`src/logic/dgp_regs.svh`:
```
`ifndef DGP_REGS_SVH
`define DGP_REGS_SVH

// byte offsets on the register bus
`define DGP_OFF_H_PINS 6'h00
`define DGP_OFF_H_LAT 6'h04
`define DGP_OFF_H_DIR 6'h08
`define DGP_OFF_J_PINS 6'h0C
`define DGP_OFF_J_LAT 6'h10
`define DGP_OFF_J_DIR 6'h14
`define DGP_OFF_G_PINS 6'h18
`define DGP_OFF_ANA_HI 6'h1C
`define DGP_OFF_WDT 6'h20
`define DGP_OFF_MEMCTL 6'h24

// field positions
`define DGP_BIT_SHARED_EN 4
`define DGP_BIT_EXT_BUS_DIS 7
`define DGP_BIT_PULLUP 5

// reset values
`define DGP_RST_LAT 8'h00
`define DGP_RST_DIR 8'hFF
`define DGP_RST_ANA 8'h00
`define DGP_RST_WDT 8'h00
`define DGP_RST_MEMCTL 8'h80
`define DGP_RST_PULLUP 1'h0

`endif

```
`src/logic/dgp_pkg.sv`:
```
package dgp_pkg;

    typedef logic [7:0] dgp_byte_t;

    // register selected by the current bus address
    typedef enum logic [3:0] {
        DGP_SEL_NONE,
        DGP_SEL_H_PINS,
        DGP_SEL_H_LAT,
        DGP_SEL_H_DIR,
        DGP_SEL_J_PINS,
        DGP_SEL_J_LAT,
        DGP_SEL_J_DIR,
        DGP_SEL_G_PINS,
        DGP_SEL_ANA_HI,
        DGP_SEL_WDT,
        DGP_SEL_MEMCTL
    } dgp_sel_e;

endpackage : dgp_pkg

```
`src/logic/dgp_port_if.sv`:
```
`timescale 1ns/10ps

// control of one 8-pin port between the register file and the pad logic
interface dgp_port_if;
    dgp_pkg::dgp_byte_t lat;
    dgp_pkg::dgp_byte_t dir;
    dgp_pkg::dgp_byte_t ovr_en;
    dgp_pkg::dgp_byte_t ovr_val;
    dgp_pkg::dgp_byte_t ovr_oe;
    dgp_pkg::dgp_byte_t pin_sync;

    modport ctl (output lat, output dir, output ovr_en, output ovr_val, output ovr_oe, input pin_sync);
    modport pad (input lat, input dir, input ovr_en, input ovr_val, input ovr_oe, output pin_sync);
endinterface : dgp_port_if

```
`src/logic/dgp_top.sv`:
```
`timescale 1ns/10ps
`include "dgp_regs.svh"

module dgp_top #(
    parameter bit LARGE_PKG = 1'b1
) (
    // clock and reset
    input wire logic clock,
    input wire logic nrst,
    // avalon-mm slave
    input wire logic [5:0] address,
    input wire logic read,
    input wire logic write,
    input wire logic [31:0] writedata,
    input wire logic [3:0] byteenable,
    output logic [31:0] readdata,
    output logic waitrequest,
    // first port pins
    input wire dgp_pkg::dgp_byte_t first_port_pin_i,
    output dgp_pkg::dgp_byte_t first_port_pin_o,
    output dgp_pkg::dgp_byte_t first_port_pin_oe,
    // second port pins and pull-ups
    input wire dgp_pkg::dgp_byte_t second_port_pin_i,
    output dgp_pkg::dgp_byte_t second_port_pin_o,
    output dgp_pkg::dgp_byte_t second_port_pin_oe,
    output dgp_pkg::dgp_byte_t second_port_pullup_en,
    // external memory bus
    input wire logic [3:0] ext_bus_addr_hi,
    input wire dgp_pkg::dgp_byte_t ext_bus_ctrl,
    output logic ext_bus_en,
    // enhanced pwm outputs, order p3c p3b p1c p1b (pins 4 to 7)
    input wire logic pwm_remap_config,
    input wire logic [3:0] pwm_out,
    input wire logic [3:0] pwm_out_en,
    input wire logic [3:0] pwm_shutdown_tri,
    // parallel master port
    input wire logic parallel_port_remap_config,
    input wire dgp_pkg::dgp_byte_t pport_data,
    input wire logic pport_data_oe,
    input wire logic pport_byte_enable,
    input wire logic pport_read_strobe,
    input wire logic pport_write_strobe,
    input wire logic [2:0] pport_ctl_en,
    output logic [2:0] pport_data_in
);
    import dgp_pkg::*;

    dgp_port_if h_if ();
    dgp_port_if j_if ();

    // registers
    dgp_byte_t h_lat_q;
    dgp_byte_t h_dir_q;
    dgp_byte_t j_lat_q;
    dgp_byte_t j_dir_q;
    dgp_byte_t ana_q;
    dgp_byte_t wdt_q;
    dgp_byte_t memctl_q;
    logic pullup_q;
    logic wait_q;
    logic [31:0] rdata_q;
    logic ext_en_q;
    dgp_byte_t pu_out_q;
    logic [2:0] pp_in_q;

    // one implementation flag for every port register
    wire logic impl = LARGE_PKG;

    // widen a byte to a bus word, upper bits read as zero
    function automatic logic [31:0] dgp_word(input dgp_byte_t b);
        dgp_word = {24'h000000, b};
    endfunction : dgp_word

    // gate a register value by the package flag
    function automatic dgp_byte_t dgp_gate(input logic en, input dgp_byte_t b);
        dgp_gate = en ? b : 8'h00;
    endfunction : dgp_gate

    // bus decode
    // unmapped offsets read zero and drop writes; the
    // handshake is the same for every address, so a bad
    // offset gets no error response, only silence

    // the shared analog select sits behind the watchdog gate; with the
    // gate closed that address belongs to another block and reads zero
    wire logic shared_open = wdt_q[`DGP_BIT_SHARED_EN];

    wire dgp_sel_e sel_port =
        (address == `DGP_OFF_H_PINS) ? DGP_SEL_H_PINS :
        (address == `DGP_OFF_H_LAT) ? DGP_SEL_H_LAT :
        (address == `DGP_OFF_H_DIR) ? DGP_SEL_H_DIR :
        (address == `DGP_OFF_J_PINS) ? DGP_SEL_J_PINS :
        (address == `DGP_OFF_J_LAT) ? DGP_SEL_J_LAT :
        (address == `DGP_OFF_J_DIR) ? DGP_SEL_J_DIR : DGP_SEL_NONE;

    wire dgp_sel_e sel_misc =
        (address == `DGP_OFF_G_PINS) ? DGP_SEL_G_PINS :
        (address == `DGP_OFF_WDT) ? DGP_SEL_WDT :
        (address == `DGP_OFF_MEMCTL) ? DGP_SEL_MEMCTL :
        (address == `DGP_OFF_ANA_HI && shared_open) ? DGP_SEL_ANA_HI : DGP_SEL_NONE;

    // port registers vanish on the small package
    wire dgp_sel_e sel = (sel_port != DGP_SEL_NONE) ? (impl ? sel_port : DGP_SEL_NONE) : sel_misc;

    // a request is taken once, on the edge where waitrequest is high
    wire logic take = (read | write) & wait_q;
    wire logic wr_en = take & write & byteenable[0];
    wire dgp_byte_t wbyte = writedata[7:0];

    // read data
    // the bus word is built from one byte; nothing above
    // bit 7 is ever driven, and analog-selected pins read
    // low on purpose so a floating analog level never leaks

    // analog pins read as zero on the digital input path
    wire dgp_byte_t h_digital = {ana_q[7:4], 4'hF};
    wire dgp_byte_t h_pins_rd = h_if.pin_sync & h_digital;
    wire dgp_byte_t g_rd = {2'h0, pullup_q & impl, 5'h00};

    // latch reads return what was stored, not the pin level
    wire dgp_byte_t rd_byte =
        (sel == DGP_SEL_H_PINS) ? h_pins_rd :
        (sel == DGP_SEL_H_LAT) ? h_lat_q :
        (sel == DGP_SEL_H_DIR) ? h_dir_q :
        (sel == DGP_SEL_J_PINS) ? j_if.pin_sync :
        (sel == DGP_SEL_J_LAT) ? j_lat_q :
        (sel == DGP_SEL_J_DIR) ? j_dir_q :
        (sel == DGP_SEL_G_PINS) ? g_rd :
        (sel == DGP_SEL_ANA_HI) ? ana_q :
        (sel == DGP_SEL_WDT) ? wdt_q :
        (sel == DGP_SEL_MEMCTL) ? memctl_q : 8'h00;

    // bus handshake: one wait cycle, then a single acknowledge cycle;
    // the write lands on the same edge that drops waitrequest
    always_ff @(posedge clock or negedge nrst) begin
        if (!nrst) begin
            wait_q <= 1'b1;
            rdata_q <= 32'h00000000;
        end else begin
            wait_q <= ~take;
            if (take && read) begin
                rdata_q <= dgp_word(rd_byte);
            end
        end
    end

    assign readdata = rdata_q;
    assign waitrequest = wait_q;

    // first port registers
    // direction resets to all inputs so no pin drives
    // before software has chosen a level; writes come
    // through either the pin offset or the latch offset

    // the pin address and the latch address both land in the latch
    wire logic h_lat_we = wr_en & (sel == DGP_SEL_H_PINS || sel == DGP_SEL_H_LAT);
    wire logic h_dir_we = wr_en & (sel == DGP_SEL_H_DIR);

    always_ff @(posedge clock or negedge nrst) begin
        if (!nrst) begin
            h_lat_q <= `DGP_RST_LAT;
            h_dir_q <= `DGP_RST_DIR;
        end else begin
            if (h_lat_we) begin
                h_lat_q <= wbyte;
            end
            if (h_dir_we) begin
                h_dir_q <= wbyte;
            end
        end
    end

    // second port registers
    // same shape as the first port; the memory bus
    // override never writes back into these, so software
    // finds its own direction again once the bus is off

    wire logic j_lat_we = wr_en & (sel == DGP_SEL_J_PINS || sel == DGP_SEL_J_LAT);
    wire logic j_dir_we = wr_en & (sel == DGP_SEL_J_DIR);

    // every reset leaves the second port as inputs
    always_ff @(posedge clock or negedge nrst) begin
        if (!nrst) begin
            j_lat_q <= `DGP_RST_LAT;
            j_dir_q <= `DGP_RST_DIR;
        end else begin
            if (j_lat_we) begin
                j_lat_q <= wbyte;
            end
            if (j_dir_we) begin
                j_dir_q <= wbyte;
            end
        end
    end

    // control registers
    // watchdog and memory control keep all eight bits
    // but only one of each matters here; the pull-up
    // bit lives in the third port's slot

    // pull-up bit has no latch or direction of its own; only bit 5 is kept
    wire logic pu_we = wr_en & impl & (sel == DGP_SEL_G_PINS);

    always_ff @(posedge clock or negedge nrst) begin
        if (!nrst) begin
            pullup_q <= `DGP_RST_PULLUP;
            ana_q <= `DGP_RST_ANA;
            wdt_q <= `DGP_RST_WDT;
            memctl_q <= `DGP_RST_MEMCTL;
        end else begin
            if (pu_we) begin
                pullup_q <= wbyte[`DGP_BIT_PULLUP];
            end
            if (wr_en && sel == DGP_SEL_ANA_HI) begin
                ana_q <= wbyte;
            end
            if (wr_en && sel == DGP_SEL_WDT) begin
                wdt_q <= wbyte;
            end
            if (wr_en && sel == DGP_SEL_MEMCTL) begin
                memctl_q <= wbyte;
            end
        end
    end

    // the external bus only exists on the large package
    wire logic ext_on = ~memctl_q[`DGP_BIT_EXT_BUS_DIS] & impl;

    // first port overrides
    // each source raises an enable per pin; the winner
    // is picked below, the latch only when none claims,
    // and direction is bypassed, never rewritten

    // address lines 16 to 19 on pins 0 to 3 beat everything else
    wire dgp_byte_t ext_act = {4'h0, {4{ext_on}}};
    wire dgp_byte_t ext_val = {4'h0, ext_bus_addr_hi};

    // pwm outputs only claim pins when routed here and running
    wire logic [3:0] pw_act4 = {4{~pwm_remap_config}} & pwm_out_en;
    wire dgp_byte_t pw_act = {pw_act4, 4'h0};
    wire dgp_byte_t pw_val = {pwm_out, 4'h0};
    wire dgp_byte_t pw_oe = {~pwm_shutdown_tri, 4'h0};

    // parallel port: data 7,6,3 on pins 2-4; be, rd, wr on pins 5-7
    wire logic pp_on = ~parallel_port_remap_config;
    wire dgp_byte_t pp_req = {pport_ctl_en, {3{pport_data_oe}}, 2'h0};
    wire dgp_byte_t pp_act = pp_on ? pp_req : 8'h00;
    wire dgp_byte_t pp_val = {pport_write_strobe, pport_read_strobe, pport_byte_enable,
                              pport_data[3], pport_data[6], pport_data[7], 2'h0};

    // priority: memory bus, then pwm, then parallel port, then latch
    wire dgp_byte_t pw_win = pw_act & ~ext_act;
    wire dgp_byte_t pp_win = pp_act & ~ext_act & ~pw_act;

    assign h_if.lat = h_lat_q;
    assign h_if.dir = h_dir_q;
    assign h_if.ovr_en = ext_act | pw_act | pp_act;
    assign h_if.ovr_val = (ext_act & ext_val) | (pw_win & pw_val) | (pp_win & pp_val);
    // analog select is absent here on purpose: the output driver keeps working
    assign h_if.ovr_oe = ext_act | (pw_win & pw_oe) | pp_win;

    // second port overrides
    // the memory bus takes all eight pins at once, there
    // is no per-pin choice; the pull-ups drop by themselves
    // because the forced enables count as driving

    // pins 0-7: ale, oe, wr-low, wr-high, ba0, ce, lb, ub from the bus
    assign j_if.lat = j_lat_q;
    assign j_if.dir = j_dir_q;
    assign j_if.ovr_en = {8{ext_on}};
    assign j_if.ovr_val = ext_bus_ctrl;
    assign j_if.ovr_oe = 8'hFF;

    // pad logic
    // both ports share one pad module; only the override
    // wiring differs, and pin levels cross two flops
    // there before any reader sees them

    dgp_port u_h_port (
        .clock(clock),
        .nrst(nrst),
        .ctl(h_if.pad),
        .pin_i(first_port_pin_i),
        .pin_o(first_port_pin_o),
        .pin_oe(first_port_pin_oe)
    );

    dgp_port u_j_port (
        .clock(clock),
        .nrst(nrst),
        .ctl(j_if.pad),
        .pin_i(second_port_pin_i),
        .pin_o(second_port_pin_o),
        .pin_oe(second_port_pin_oe)
    );

    // pull-ups and side outputs
    // registered so every top output comes from a flop,
    // at the cost of one cycle of lag; the parallel port
    // input reuses the synced first port levels

    // pull-ups follow the registered enables, so they drop one cycle
    // after a pin starts driving; harmless since the driver wins anyway
    always_ff @(posedge clock or negedge nrst) begin
        if (!nrst) begin
            pu_out_q <= 8'h00;
            ext_en_q <= 1'b0;
            pp_in_q <= 3'h0;
        end else begin
            pu_out_q <= {8{pullup_q & impl}} & ~second_port_pin_oe;
            ext_en_q <= ext_on;
            pp_in_q <= {h_if.pin_sync[2], h_if.pin_sync[3], h_if.pin_sync[4]};
        end
    end

    assign second_port_pullup_en = pu_out_q;
    assign ext_bus_en = ext_en_q;
    assign pport_data_in = pp_in_q;

endmodule : dgp_top

```
`src/logic/dgp_port.sv`:
```
`timescale 1ns/10ps

module dgp_port (
    // clock and reset
    input wire logic clock,
    input wire logic nrst,
    // register side
    dgp_port_if.pad ctl,
    // pins
    input wire dgp_pkg::dgp_byte_t pin_i,
    output dgp_pkg::dgp_byte_t pin_o,
    output dgp_pkg::dgp_byte_t pin_oe
);
    import dgp_pkg::*;

    dgp_byte_t meta_q;
    dgp_byte_t sync_q;

    // a peripheral override picks value and enable; it never touches the
    // stored direction, so software read-modify-write stays safe
    wire dgp_byte_t out_d = (ctl.ovr_en & ctl.ovr_val) | (~ctl.ovr_en & ctl.lat);
    wire dgp_byte_t oe_d = (ctl.ovr_en & ctl.ovr_oe) | (~ctl.ovr_en & ~ctl.dir);

    // two stages on the pin level; stands in for the schmitt input stage
    always_ff @(posedge clock or negedge nrst) begin
        if (!nrst) begin
            meta_q <= 8'h00;
            sync_q <= 8'h00;
        end else begin
            meta_q <= pin_i;
            sync_q <= meta_q;
        end
    end

    // pad drivers, registered so the pins never see decode glitches
    always_ff @(posedge clock or negedge nrst) begin
        if (!nrst) begin
            pin_o <= 8'h00;
            pin_oe <= 8'h00;
        end else begin
            pin_o <= out_d;
            pin_oe <= oe_d;
        end
    end

    assign ctl.pin_sync = sync_q;

endmodule : dgp_port

```
`config.mk`:
```
export PLATFORM = sky130hd
export DESIGN_NAME = dgp_top
export DESIGN_NICKNAME = d
export VERILOG_FILES = /design/src/logic/dgp_pkg.sv /design/src/logic/dgp_port_if.sv /design/src/logic/dgp_top.sv /design/src/logic/dgp_port.sv
export VERILOG_INCLUDE_DIRS = /design/src /design/src/logic
export SDC_FILE = /design/constraint.sdc
export NUM_CORES = 1
export LEC_CHECK = 0
export ABC_CLOCK_PERIOD_IN_PS = 1900
export BUFFER_PORTS_ARGS = -buffer_cell sky130_fd_sc_hd__clkbuf_2
export CAP_MARGIN = 20
export CORE_UTILIZATION = 40
export DETAILED_ROUTE_END_ITERATION = 10
export GPL_ROUTABILITY_DRIVEN = 0
export GPL_TIMING_DRIVEN = 0
export SYNTH_ARGS = -nofsm -noshare
export SYNTH_HDL_FRONTEND = slang
export SYNTH_SLANG_ARGS = --single-unit
```
`constraint.sdc`:
```
create_clock -name clock -period 1.9 [get_ports clock]
set_input_delay 0.285 -clock clock [delete_from_list [all_inputs] [get_ports clock]]
set_output_delay 0.285 -clock clock [all_outputs]
set_load 0.005 [all_outputs]
```
### Word level (Yosys, flattened, before mapping)

Index checks and enable logic that the tools add are counted.

| cells by class | value |
|---|---|
| equality and inequality tests | 19 |
| multiplexer cells | 22 |
| bitwise operators | 47 |
| reductions and logical operators | 9 |

Operators by type and width:

| kind | number |
|---|---|
| AND 8 bit | 15 |
| two-way mux 8 bit | 11 |
| bitwise OR 8 bit | 7 |
| inverter 8 bit | 6 |
| equality test 6 x 5 -> 1 bit (second input constant) | 4 |
| bitwise OR 4 x 8 -> 8 bit | 3 |
| two-way mux 4 bit | 5 |
| two-way mux 3 bit | 6 |
| equality test 4 x 3 -> 1 bit (second input constant) | 4 |
| equality test 4 bit (second input constant) | 3 |
| equality test 6 x 4 -> 1 bit (second input constant) | 2 |
| equality test 6 bit (second input constant) | 2 |
| AND 1 bit | 8 |
| AND 4 bit | 2 |
| equality test 4 x 2 -> 1 bit (second input constant) | 2 |
| inverter 4 -> 8 bit | 1 |
| equality test 6 x 3 -> 1 bit (second input constant) | 1 |
| logical NOT 6 bit | 1 |
| logical AND 1 bit | 5 |
| equality test 4 x 1 -> 1 bit (second input constant) | 1 |
| inverter 4 bit | 1 |
| nonzero test 4 bit | 1 |
| inverter 1 bit | 3 |
| logical OR 1 bit | 2 |
| bitwise OR 1 bit | 1 |

| word-level totals | value |
|---|---|
| flip-flop bits (word level) | 142 |
| bits of input ports | 103 |
| output and inout port bits | 77 |

### Logic depth before layout (Yosys ltp)

Gate-level depths: netlist (run 1).

| depth | value |
|---|---|
| depth after elaboration | 20 |
| gate-level depth with buffers | 7 |

### Hierarchy

From an unflattened synthesis (run 1), not the netlist that was laid out.

| unflattened totals | value |
|---|---|
| cell total of the unflattened synthesis | 493 |
| area, all modules | 6145.9 um^2 |

Modules (own cells, without submodules):

| module | instances | cells an instance | area an instance (um^2) | seq. area each (um^2) |
|---|---|---|---|---|
| dgp_top | 1 | 381 | 4164.0 | 1974.4 |
| dgp_port | 2 | 56 | 991.0 | 800.8 |

### Worst setup path after synthesis (run 1)

Ideal clock, no wire load.

| timing | value |
|---|---|
| kind | input to register |
| from | input port address[4] |
| to | register ana_q[0] |
| arrival | 1.682 ns |
| data required time | 1.775 ns |
| setup slack | 0.093 ns |
| stages | 5 |
| path buffers | 1 |
| cell sequence | buf_4 -> or4b_4 -> or2_4 -> nor2_8 -> mux2_2 |

| between the ends | value |
|---|---|
| word-level cells in the longest chain between the ends | 11 |
| elaborated cells on any way between the ends | 25 |

RTL lines:

| what | line | text |
|---|---|---|
| start, declared | dgp_top.sv:11 | `input wire logic [5:0] address,` |
| equality test 6 x 5 -> 1 bit (no line) | - |  |
| two-way mux 3 bit | dgp_top.sv:94 | `` (address == `DGP_OFF_J_DIR) ? DGP_SEL_J_DIR : DGP_SEL_NONE; `` |
| two-way mux 3 bit | dgp_top.sv:93 | `` (address == `DGP_OFF_J_LAT) ? DGP_SEL_J_LAT : `` |
| two-way mux 3 bit | dgp_top.sv:92 | `` (address == `DGP_OFF_J_PINS) ? DGP_SEL_J_PINS : `` |
| two-way mux 3 bit | dgp_top.sv:91 | `` (address == `DGP_OFF_H_DIR) ? DGP_SEL_H_DIR : `` |
| two-way mux 3 bit | dgp_top.sv:90 | `` (address == `DGP_OFF_H_LAT) ? DGP_SEL_H_LAT : `` |
| two-way mux 3 bit | dgp_top.sv:89 | `` (address == `DGP_OFF_H_PINS) ? DGP_SEL_H_PINS : `` |
| nonzero test 4 bit | dgp_top.sv:103 | `wire dgp_sel_e sel = (sel_port != DGP_SEL_NONE) ? (impl ? sel_port : DGP_SEL_NONE) : sel_misc;` |
| two-way mux 4 bit * | dgp_top.sv:103 |  |
| equality test 4 bit * | dgp_top.sv:214 | `if (wr_en && sel == DGP_SEL_ANA_HI) begin` |
| logical AND 1 bit * | dgp_top.sv:214 |  |
| end signal, assigned | dgp_top.sv:207 | `` ana_q <= `DGP_RST_ANA; `` |
| end signal, assigned | dgp_top.sv:215 | `ana_q <= wbyte;` |
| end, declared | dgp_top.sv:56 | `dgp_byte_t ana_q;` |

Mark *: on every way between the ends. The rest lies on a longest branch, timed or not.
A chain may end at the register's enable or synchronous reset.

### Worst setup path after layout (run 1)

| timing | value |
|---|---|
| from | register wait_q (netlist: waitrequest) |
| to | register h_lat_q[5] (netlist: h_if.lat[5]) |

| between the ends | value |
|---|---|
| word-level cells in the longest chain between the ends | 4 |

RTL lines:

| what | line | text |
|---|---|---|
| start, declared | dgp_top.sv:60 | `logic wait_q;` |
| start signal, assigned | dgp_top.sv:140 | `wait_q <= ~take;` |
| AND 1 bit | dgp_top.sv:106 | `wire logic take = (read \| write) & wait_q;` |
| AND 1 bit (2 in a row) | dgp_top.sv:107 | `wire logic wr_en = take & write & byteenable[0];` |
| AND 1 bit | dgp_top.sv:156 | `wire logic h_lat_we = wr_en & (sel == DGP_SEL_H_PINS \|\| sel == DGP_SEL_H_LAT);` |
| end signal, assigned | dgp_top.sv:161 | `` h_lat_q <= `DGP_RST_LAT; `` |
| end signal, assigned | dgp_top.sv:165 | `h_lat_q <= wbyte;` |
| end, declared | dgp_top.sv:52 | `dgp_byte_t h_lat_q;` |

Every way passes these cells.

==> flow_summary.json, run 1 <==
{
  "cp_max_fo": 8,
  "grt_first_pass_wirelength_mm": 21.68,
  "power_mw": 7.173,
  "cts_buffers": 17,
  "seq_area_um2": 3576,
  "ff2ff_setup_slack_ns": -0.07,
  "maxCapViolCount": 0,
  "start_util_pct": 40.72,
  "placedInstanceArea_um2": 6854,
  "r2r_end": "h_if.lat[5]",
  "fp.dieW_um": 123.4,
  "n_antenna_cell": 0,
  "fin_ws_ns": -0.06649,
  "ir_drop_mv": 0.5627,
  "final_nets": 744,
  "arrival_ns": 2.27,
  "netlist_area_um2": 5896,
  "crit_path_start": "waitrequest",
  "io_pins": 180,
  "cts_sinks": 142,
  "drive_gt1_share_pct": 43.43,
  "worst_pin_slew_ns": 0.6944,
  "drc_errors": 0,
  "cts_root_buf": "clkbuf_16",
  "async_reset_ff_share_pct": 100.0,
  "rsz0062_at_grt": "true",
  "slew_headroom_pct": 53.35,
  "grt_pass1_vias": 3999,
  "cp-start-kind": "register",
  "skew_ns": 0.006629,
  "ys_seq_area_share_pct": 60.65,
  "initialDrtViolationCount": 192,
  "routed_wl_mm": 14.21,
  "vias_per_cell": 4.946,
  "finalSetupViolations": 18,
  "port_buffers": 121,
  "syn_inst": 458,
  "num_rows": 44,
  "die_y_um": 123.4,
  "grt_util_all_layers_pct": 19.82,
  "hold_path_depth": 2,
  "endpoint_kind": "register",
  "failed_checks": "negative setup slack",
  "hold_viol": 0,
  "dr.pass1.iters": 4,
  "post-route-cell-area_um2": 7634,
  "antenna_found_initial": 0,
  "slowest_stage": "dfstp_2",
  "final_common_cell": "dfrtp_1",
  "synth_warnings": 0,
  "crit_type": "register to register",
  "routed-via-count": 4145,
  "ys.flop_type": "dfrtp_1",
  "final_cell_mix": "dfrtp_1, clkbuf_2, mux2_2, nand2_1, buf_4",
  "cts.clk_slew.worst_paths_ns": 0.06,
  "period_share_pct": 103.5,
  "hold_class": "input pin to register",
  "fill_cells": 1316,
  "ys_ff_latch": 142,
  "grt_max_degree": 106,
  "cellPowerDensity_nw_per_um2": 939.7,
  "multi_input_area_um2": 2128,
  "fp.coreArea_um2": 14480,
  "syn_avg_cell_area_um2": 12.87,
  "dp_hpwl_mm": 10.18,
  "fmax_mhz": 508.5,
  "reg2reg_depth": 4,
  "routedWlPerCell_um": 16.95,
  "max_stage_delay_ns": 0.56,
  "status": "complete, but fails checks",
  "p_leak_nw": 3.595,
  "synth_edf_count": 0,
  "clockBufferDepth": 2,
  "clkLatencyLatePin_ns": 0.42,
  "die_area_um2": 15230,
  "cp.required_ns": 2.20,
  "slew_violations": 0,
  "synthToLayoutAreaGrowth_pct": 29.48,
  "htreeDepth": 4,
  "tritoncts": "done",
  "min_to": "u_h_port.pin_oe[4]",
  "ant_nets": 0,
  "r2r_start": "waitrequest",
  "hp-start": "pwm_shutdown_tri[0]",
  "overflow": 0,
  "path_cells": "nand3_2 > nand2b_1 > nor2_2 > mux2_2",
  "ys_types": 49,
  "finalCriticalPeriod_ns": 1.966
}
-- synth_stat cells, types with 2 or more instances --
master / count / area share (%)
dfrtp_1: 124 / 53
mux2_2: 58 / 11
nand2_1: 37 / 2.4
buf_4: 25 / 3.2
o21ai_0: 25 / 2.1
nor2_1: 22 / 1.4
dfstp_2: 18 / 8.0
nor2b_1: 17 / 1.8
mux2i_1: 13 / 2.2
a21oi_1: 10 / 0.85
a22oi_1: 10 / 1.3
a221o_1: 9 / 1.5
nand2b_1: 8 / 0.85
a31oi_1: 7 / 0.74
nand3_1: 7 / 0.59
clkbuf_1: 6 / 0.38
buf_2: 5 / 0.42
inv_1: 5 / 0.32
nor3_1: 5 / 0.42
a21o_1: 4 / 0.51
a32oi_1: 4 / 0.59
mux2_4: 4 / 1.0
a221oi_1: 3 / 0.45
buf_1: 2 / 0.13
buf_6: 2 / 0.38
mux2_1: 2 / 0.38
nor2_2: 2 / 0.21
nor4_4: 2 / 0.72
o211a_1: 2 / 0.34
-- stage by stage --
step / std cells / setup slack, ns / hold slack, ns / util (%) / setup TNS, ns
after floorplan: 481 / 0.09331 / -0.01059 / - / 0
after global placement: 786 / -1.733 / 0.3335 / 47.09 / -239.07
after CTS: 838 / -0.04534 / 0.03726 / 52.72 / -0.5124
after detailed placement: 787 / -0.3277 / 0.2252 / 47.34 / -11.64
after global routing: 838 / -0.1346 / 0.04861 / 52.72 / -2.303
final: 838 / -0.06649 / 0.06098 / 52.72 / -0.7539
-- how the worst max path moves through the flow --
stage | end | slack [ns] | cells past startpoint
finish | h_if.lat[5] | -0.07 | 4
global placement | u_j_port.pin_o[1] | -1.73 | 1
floorplan | ana_q[0] | 0.09 | 5
CTS | h_if.lat[3] | -0.05 | 4
detailed placement | memctl_q[6] | -0.33 | 6
global route | h_dir_q[2] | -0.13 | 4
-- worst max-delay path: cells and delay by family, from the launching register on --
kind	cells	cell delay, ns
DFF	1	0.56
muxes	1	0.39
and+or+nand+nor	3	0.89
-- per-layer routing --
layer	GRT usage, %	vias to the layer above	share of wire (%)	routed length, µm
li1	-	1946	-	-
met4	7.756	0	1.7	245
met5	0	-	0	0
met2	30.90	141	49	6983
met1	26.17	2036	43	6065
met3	5.489	22	6.4	912
-- cells by family (layout without fill, tap and decap cells) --
group | after synthesis | count (layout) | synth area share, %
other | 1 | 24 | 0.06361
AOI/OAI and AO/OA | 78 | 78 | 8.956
muxes | 77 | 77 | 14.69
and+or+nand+nor | 114 | 114 | 10.76
DFF | 142 | 142 | 60.65
buffers and inverters | 46 | 219 | 4.881
-- where the power goes --
| group | internal [mW] | switching [mW] |
|---|---|---|
| Sequential | 3.21 | 0.0992 |
| Clock | 1.96 | 1.27 |
| Combinational | 0.302 | 0.326 |
| Total | 5.48 | 1.70 |
-- area by class of cell --
cell class / count / area share [%]
Tap cell: 184 / 3.016
Multi-Input combinational cell: 293 / 27.88
Inverter: 6 / 0.2950
Timing Repair Buffer: 141 / 10.83
Clock inverter: 14 / 1.885
Clock buffer: 18 / 5.753
Buffer: 40 / 3.491
Sequential cell: 142 / 46.84
-- timing repair --
| item | 4_1_cts | 5_1_grt |
|---|---|---|
| setup buffers | 2 | 0 |
| gates resized for setup | 4 | 0 |
| pin swaps | 1 | 0 |
| hold endpoints to repair | 52 | 0 |
| hold buffers | 17 | 0 |
| endpoints found under the setup margin | 41 | 31 |
Note: power is estimated with default switching activity, not from simulation.
==> run 2, diff against run 1 <==
--- a/config.mk
+++ b/config.mk
@@ -9,10 +9,12 @@
 export ABC_CLOCK_PERIOD_IN_PS = 1900
 export BUFFER_PORTS_ARGS = -buffer_cell sky130_fd_sc_hd__clkbuf_2
 export CAP_MARGIN = 20
-export CORE_UTILIZATION = 40
+export CORE_UTILIZATION = 51
 export DETAILED_ROUTE_END_ITERATION = 10
 export GPL_ROUTABILITY_DRIVEN = 0
 export GPL_TIMING_DRIVEN = 0
+export PLACE_DENSITY = 0.79
+export REMOVE_ABC_BUFFERS = 1
 export SYNTH_ARGS = -nofsm -noshare
 export SYNTH_HDL_FRONTEND = slang
 export SYNTH_SLANG_ARGS = --single-unit
==> flow_summary.json, run 2 (synthesized netlist as in run 1, its figures left out) <==
{
  "initialDrtViolationCount": 297,
  "crit_path_start": "waitrequest",
  "grt_pass1_vias": 4061,
  "maxCapViolCount": 0,
  "die_area_um2": 11990,
  "rsz0062_at_grt": "false",
  "routedWlPerCell_um": 16.70,
  "cts_sinks": 142,
  "multi_input_area_um2": 2152,
  "clockBufferDepth": 2,
  "grt_max_degree": 91,
  "drive_gt1_share_pct": 40.94,
  "cellPowerDensity_nw_per_um2": 944.2,
  "cp.required_ns": 2.20,
  "antenna_found_initial": 0,
  "dp_worst_setup_slack_ns": -0.4521,
  "p_leak_nw": 3.455,
  "cts_root_buf": "clkbuf_16",
  "clkLatencyLatePin_ns": 0.42,
  "period_share_pct": 95.33,
  "fin_ws_ns": 0.08881,
  "seq_area_um2": 3576,
  "cts_buffers": 17,
  "status": "finished, final reports clean",
  "fmax_mhz": 552.1,
  "fin_worst_hold_slack_ns": 0.05583,
  "drc_errors": 0,
  "n_antenna_cell": 0,
  "crit_type": "register to register",
  "hold_viol": 0,
  "final_nets": 708,
  "grt_util_all_layers_pct": 23.07,
  "cts.clk_slew.worst_paths_ns": 0.05,
  "ir_drop_mv": 0.7198,
  "die_y_um": 109.5,
  "worst_pin_slew_ns": 0.6502,
  "hp-start": "pwm_shutdown_tri[3]",
  "arrival_ns": 2.11,
  "dp_hpwl_mm": 8.822,
  "start_util_pct": 53.45,
  "fp.dieW_um": 109.5,
  "hold_class": "input pin to register",
  "final_cell_mix": "dfrtp_1, clkbuf_2, mux2_2, nand2_1, o21ai_0",
  "fp.coreArea_um2": 11030,
  "power_mw": 6.941,
  "routed_wl_mm": 12.66,
  "grt_first_pass_wirelength_mm": 20.36,
  "finalCriticalPeriod_ns": 1.811,
  "slew_violations": 0,
  "endpoint_kind": "register",
  "tritoncts": "done",
  "io_pins": 180,
  "cp-start-kind": "register",
  "r2r_start": "waitrequest",
  "vias_per_cell": 5.358,
  "routed-via-count": 4061,
  "htreeDepth": 4,
  "cp_max_fo": 8,
  "slew_headroom_pct": 56.55,
  "port_buffers": 123,
  "num_rows": 38,
  "ant_nets": 0,
  "dr.pass1.iters": 4,
  "synthToLayoutAreaGrowth_pct": 24.68,
  "skew_ns": 0.004049,
  "finalSetupTns_ns": 0,
  "fill_cells": 820,
  "overflow": 0,
  "final_common_cell": "dfrtp_1",
  "finalSetupViolations": 0
}
-- run 2: cell types whose count changed in the layout (fill, tap and decap cells not counted), moves of 2 or more --
| cell | delta |
|---|---|
| clkbuf_4 | +2 |
| clkinv_4 | -2 |
| nor2_2 | -2 |
| nor2_4 | +2 |
| buf_2 | -5 |
| buf_4 | -24 |
| clkbuf_8 | +3 |
| buf_6 | -2 |
| clkinv_2 | +2 |
| clkinvlp_4 | -5 |
| buf_1 | -2 |
-- run 2: final cells by class --
class | instances | area share (%)
flip-flops and latches | 142 | 48.65
multi-input cells | 293 | 29.28
repair buffers | 145 | 11.83
clock buffers | 25 | 6.740
well taps | 140 | 2.383
clock inverters | 7 | 0.8170
inverters | 6 | 0.3064
-- run 2: worst paths after layout --
path,end,slack [ns],depth (start not counted)
setup / recovery,h_if.lat[3],0.09,4
min in group asynchronous,u_h_port.meta_q[1],0.37,2
setup reg to reg,h_if.lat[3],0.09,4
max in group asynchronous,j_dir_q[6],0.74,3
hold reg to reg,u_j_port.ctl.pin_sync[2],0.34,0
hold / removal,u_h_port.pin_oe[7],0.06,2
-- run 2: worst max-delay path, stage by stage (launching register included) --
cell      delay, ns
dfstp_2        0.57
nand3_2        0.18
nand2b_2       0.28
nor2_4         0.29
mux2_2         0.38
-- run 2: metal layers --
layer | wire [µm] | global-route usage [%] | share of wire (%)
met2 | 6396 | 37.47 | 51
met1 | 5229 | 29.23 | 41
met5 | 0 | 0 | 0
met4 | 224 | 9.524 | 1.8
met3 | 808 | 6.343 | 6.4
-- run 2: stage by stage --
| stage | std cells | util [%] | cell area [µm²] |
|---|---|---|---|
| global route | 758 | 66.64 | 7351 |
| detailed placement | 705 | 59.32 | 6544 |
| CTS | 757 | 66.27 | 7310 |
| floorplan | 441 | - | 5717 |
| global placement | 704 | 59.00 | 6507 |
| finish | 758 | 66.64 | 7351 |
-- run 2: where the power goes --
part,internal [mW],total [mW],switching (mW),leakage (nW)
Clock,1.92,3.06,1.14,0.281
Combinational,0.265,0.556,0.292,1.47
Sequential,3.22,3.33,0.111,1.71
Total,5.40,6.94,1.54,3.45
-- run 2: what timing repair did --
action                                  in CTS  in global routing
setup buffers                                3                  1
endpoints found under the hold margin       62                  0
endpoints found under the setup margin      42                 45
gates resized for setup                      5                  7
pin swaps                                    5                  2
hold buffers                                17                  0
==> run 3, diff against run 2 <==
--- a/config.mk
+++ b/config.mk
@@ -13,7 +13,7 @@
 export DETAILED_ROUTE_END_ITERATION = 10
 export GPL_ROUTABILITY_DRIVEN = 0
 export GPL_TIMING_DRIVEN = 0
-export PLACE_DENSITY = 0.79
+export PLACE_DENSITY = 0.84
 export REMOVE_ABC_BUFFERS = 1
 export SYNTH_ARGS = -nofsm -noshare
 export SYNTH_HDL_FRONTEND = slang
==> flow_summary.json, run 3 (synthesized netlist as in run 1, its figures left out) <==
{
  "drive_gt1_share_pct": 41.36,
  "cts_root_buf": "clkbuf_16",
  "htreeDepth": 4,
  "finalSetupTns_ns": 0,
  "hold_class": "input pin to register",
  "final_cell_mix": "dfrtp_1, clkbuf_2, mux2_2, nand2_1, o21ai_0",
  "ff2ff_setup_slack_ns": 0.02,
  "finalSetupViolations": 0,
  "endpoint_kind": "register",
  "vias_per_cell": 5.393,
  "hp-start": "write",
  "num_rows": 38,
  "fill_cells": 812,
  "finalCriticalPeriod_ns": 1.881,
  "tritoncts": "done",
  "fp.dieW_um": 109.5,
  "grt_util_all_layers_pct": 22.90,
  "drc_errors": 0,
  "rsz0062_at_grt": "true",
  "routed-via-count": 4093,
  "slew_violations": 0,
  "n_antenna_cell": 0,
  "cellPowerDensity_nw_per_um2": 976.9,
  "initialDrtViolationCount": 234,
  "die_area_um2": 11990,
  "r2r_start": "waitrequest",
  "cp.required_ns": 2.19,
  "ir_drop_mv": 0.6772,
  "maxCapViolCount": 0,
  "fmax_mhz": 531.5,
  "start_util_pct": 53.45,
  "cts_buffers": 17,
  "r2r_end": "memctl_q[1]",
  "dr.pass1.iters": 4,
  "clkLatencyLatePin_ns": 0.41,
  "multi_input_area_um2": 2147,
  "crit_type": "register to register",
  "synthToLayoutAreaGrowth_pct": 25.32,
  "slew_headroom_pct": 54.83,
  "skew_ns": 0.005959,
  "reg2reg_depth": 4,
  "grt_max_degree": 126,
  "min_to": "waitrequest",
  "clockBufferDepth": 2,
  "die_y_um": 109.5,
  "grt_pass1_vias": 4156,
  "cp_max_fo": 8,
  "routedWlPerCell_um": 16.88,
  "final_common_cell": "dfrtp_1",
  "cts_sinks": 142,
  "port_buffers": 123,
  "routed_wl_mm": 12.81,
  "power_mw": 7.218,
  "dp_hpwl_mm": 8.850,
  "worst_pin_slew_ns": 0.6758,
  "seq_area_um2": 3576,
  "cp-start-kind": "register",
  "grt_first_pass_wirelength_mm": 20.38,
  "p_leak_nw": 3.457,
  "hold_path_depth": 2,
  "hold_viol": 0,
  "cts.clk_slew.worst_paths_ns": 0.06,
  "fp.coreArea_um2": 11030,
  "period_share_pct": 99.02,
  "status": "finished, final reports clean",
  "final_nets": 709,
  "overflow": 0,
  "io_pins": 180,
  "arrival_ns": 2.17,
  "ant_nets": 0,
  "antenna_found_initial": 0
}
==> run 3: per-stage QoR <==
| step | std cells | utilization, % | area, µm² | hold WS, ns | setup slack [ns] |
|---|---|---|---|---|---|
| floorplan | 441 | - | 5717 | -0.01059 | 0.1331 |
| global placement | 704 | 59.00 | 6507 | 0.3345 | -1.578 |
| detailed placement | 705 | 59.32 | 6544 | 0.1533 | -0.4029 |
| CTS | 757 | 66.84 | 7373 | 0.03699 | 0.04835 |
| global route | 759 | 66.98 | 7388 | 0.04577 | -0.01773 |
| finish | 759 | 66.98 | 7388 | 0.06462 | 0.01860 |
==> run 3: repair_timing <==
action / in CTS / in global routing
setup endpoints to repair: 45 / 15
setup buffers: 3 / 2
hold buffers: 17 / 0
pin swaps: 2 / 1
endpoints found under the hold margin: 33 / 0
resized for setup: 6 / 2
==> run 3: worst max-delay path, cell delays in order, from the launching register on <==
cell     delay, ns
dfstp_2       0.58
nand3_2       0.19
nor4b_4       0.39
nand2_2       0.23
mux2_1        0.37
==> run 3: metal layers <==
layer | GRT usage, % | vias to the layer above | wire length [µm]
met3 | 8.180 | 23 | 766
met5 | 0 | - | 0
li1 | - | 1880 | -
met1 | 28.10 | 2051 | 5423
met2 | 37.29 | 139 | 6395
met4 | 8.381 | 0 | 223
==> run 3: layout make-up <==
type                       count  share of cell area (%)
tap                          140                   2.371
inverter                       6                  0.3048
clock inverter                14                   2.286
timing repair buffer         146                   11.63
clock buffer                  18                   5.944
multi-input combinational    293                   29.06
sequential                   142                   48.40
==> run 3: power breakdown <==
group	switching, mW	leakage [nW]	internal (mW)
registers	0.112	1.71	3.21
logic	0.296	1.47	0.263
clock network	1.24	0.284	2.09
==> run 3: worst max path at each step <==
stage,start,to,slack [ns],depth (start not counted)
final,waitrequest,memctl_q[1],0.02,4
after CTS,waitrequest,memctl_q[1],0.05,4
after global routing,waitrequest,memctl_q[1],-0.02,4
after detailed placement,address[3],j_if.lat[6],-0.40,5
after floorplan,address[1],j_dir_q[0],0.13,4
after global placement,nrst,ext_bus_en,-1.58,1
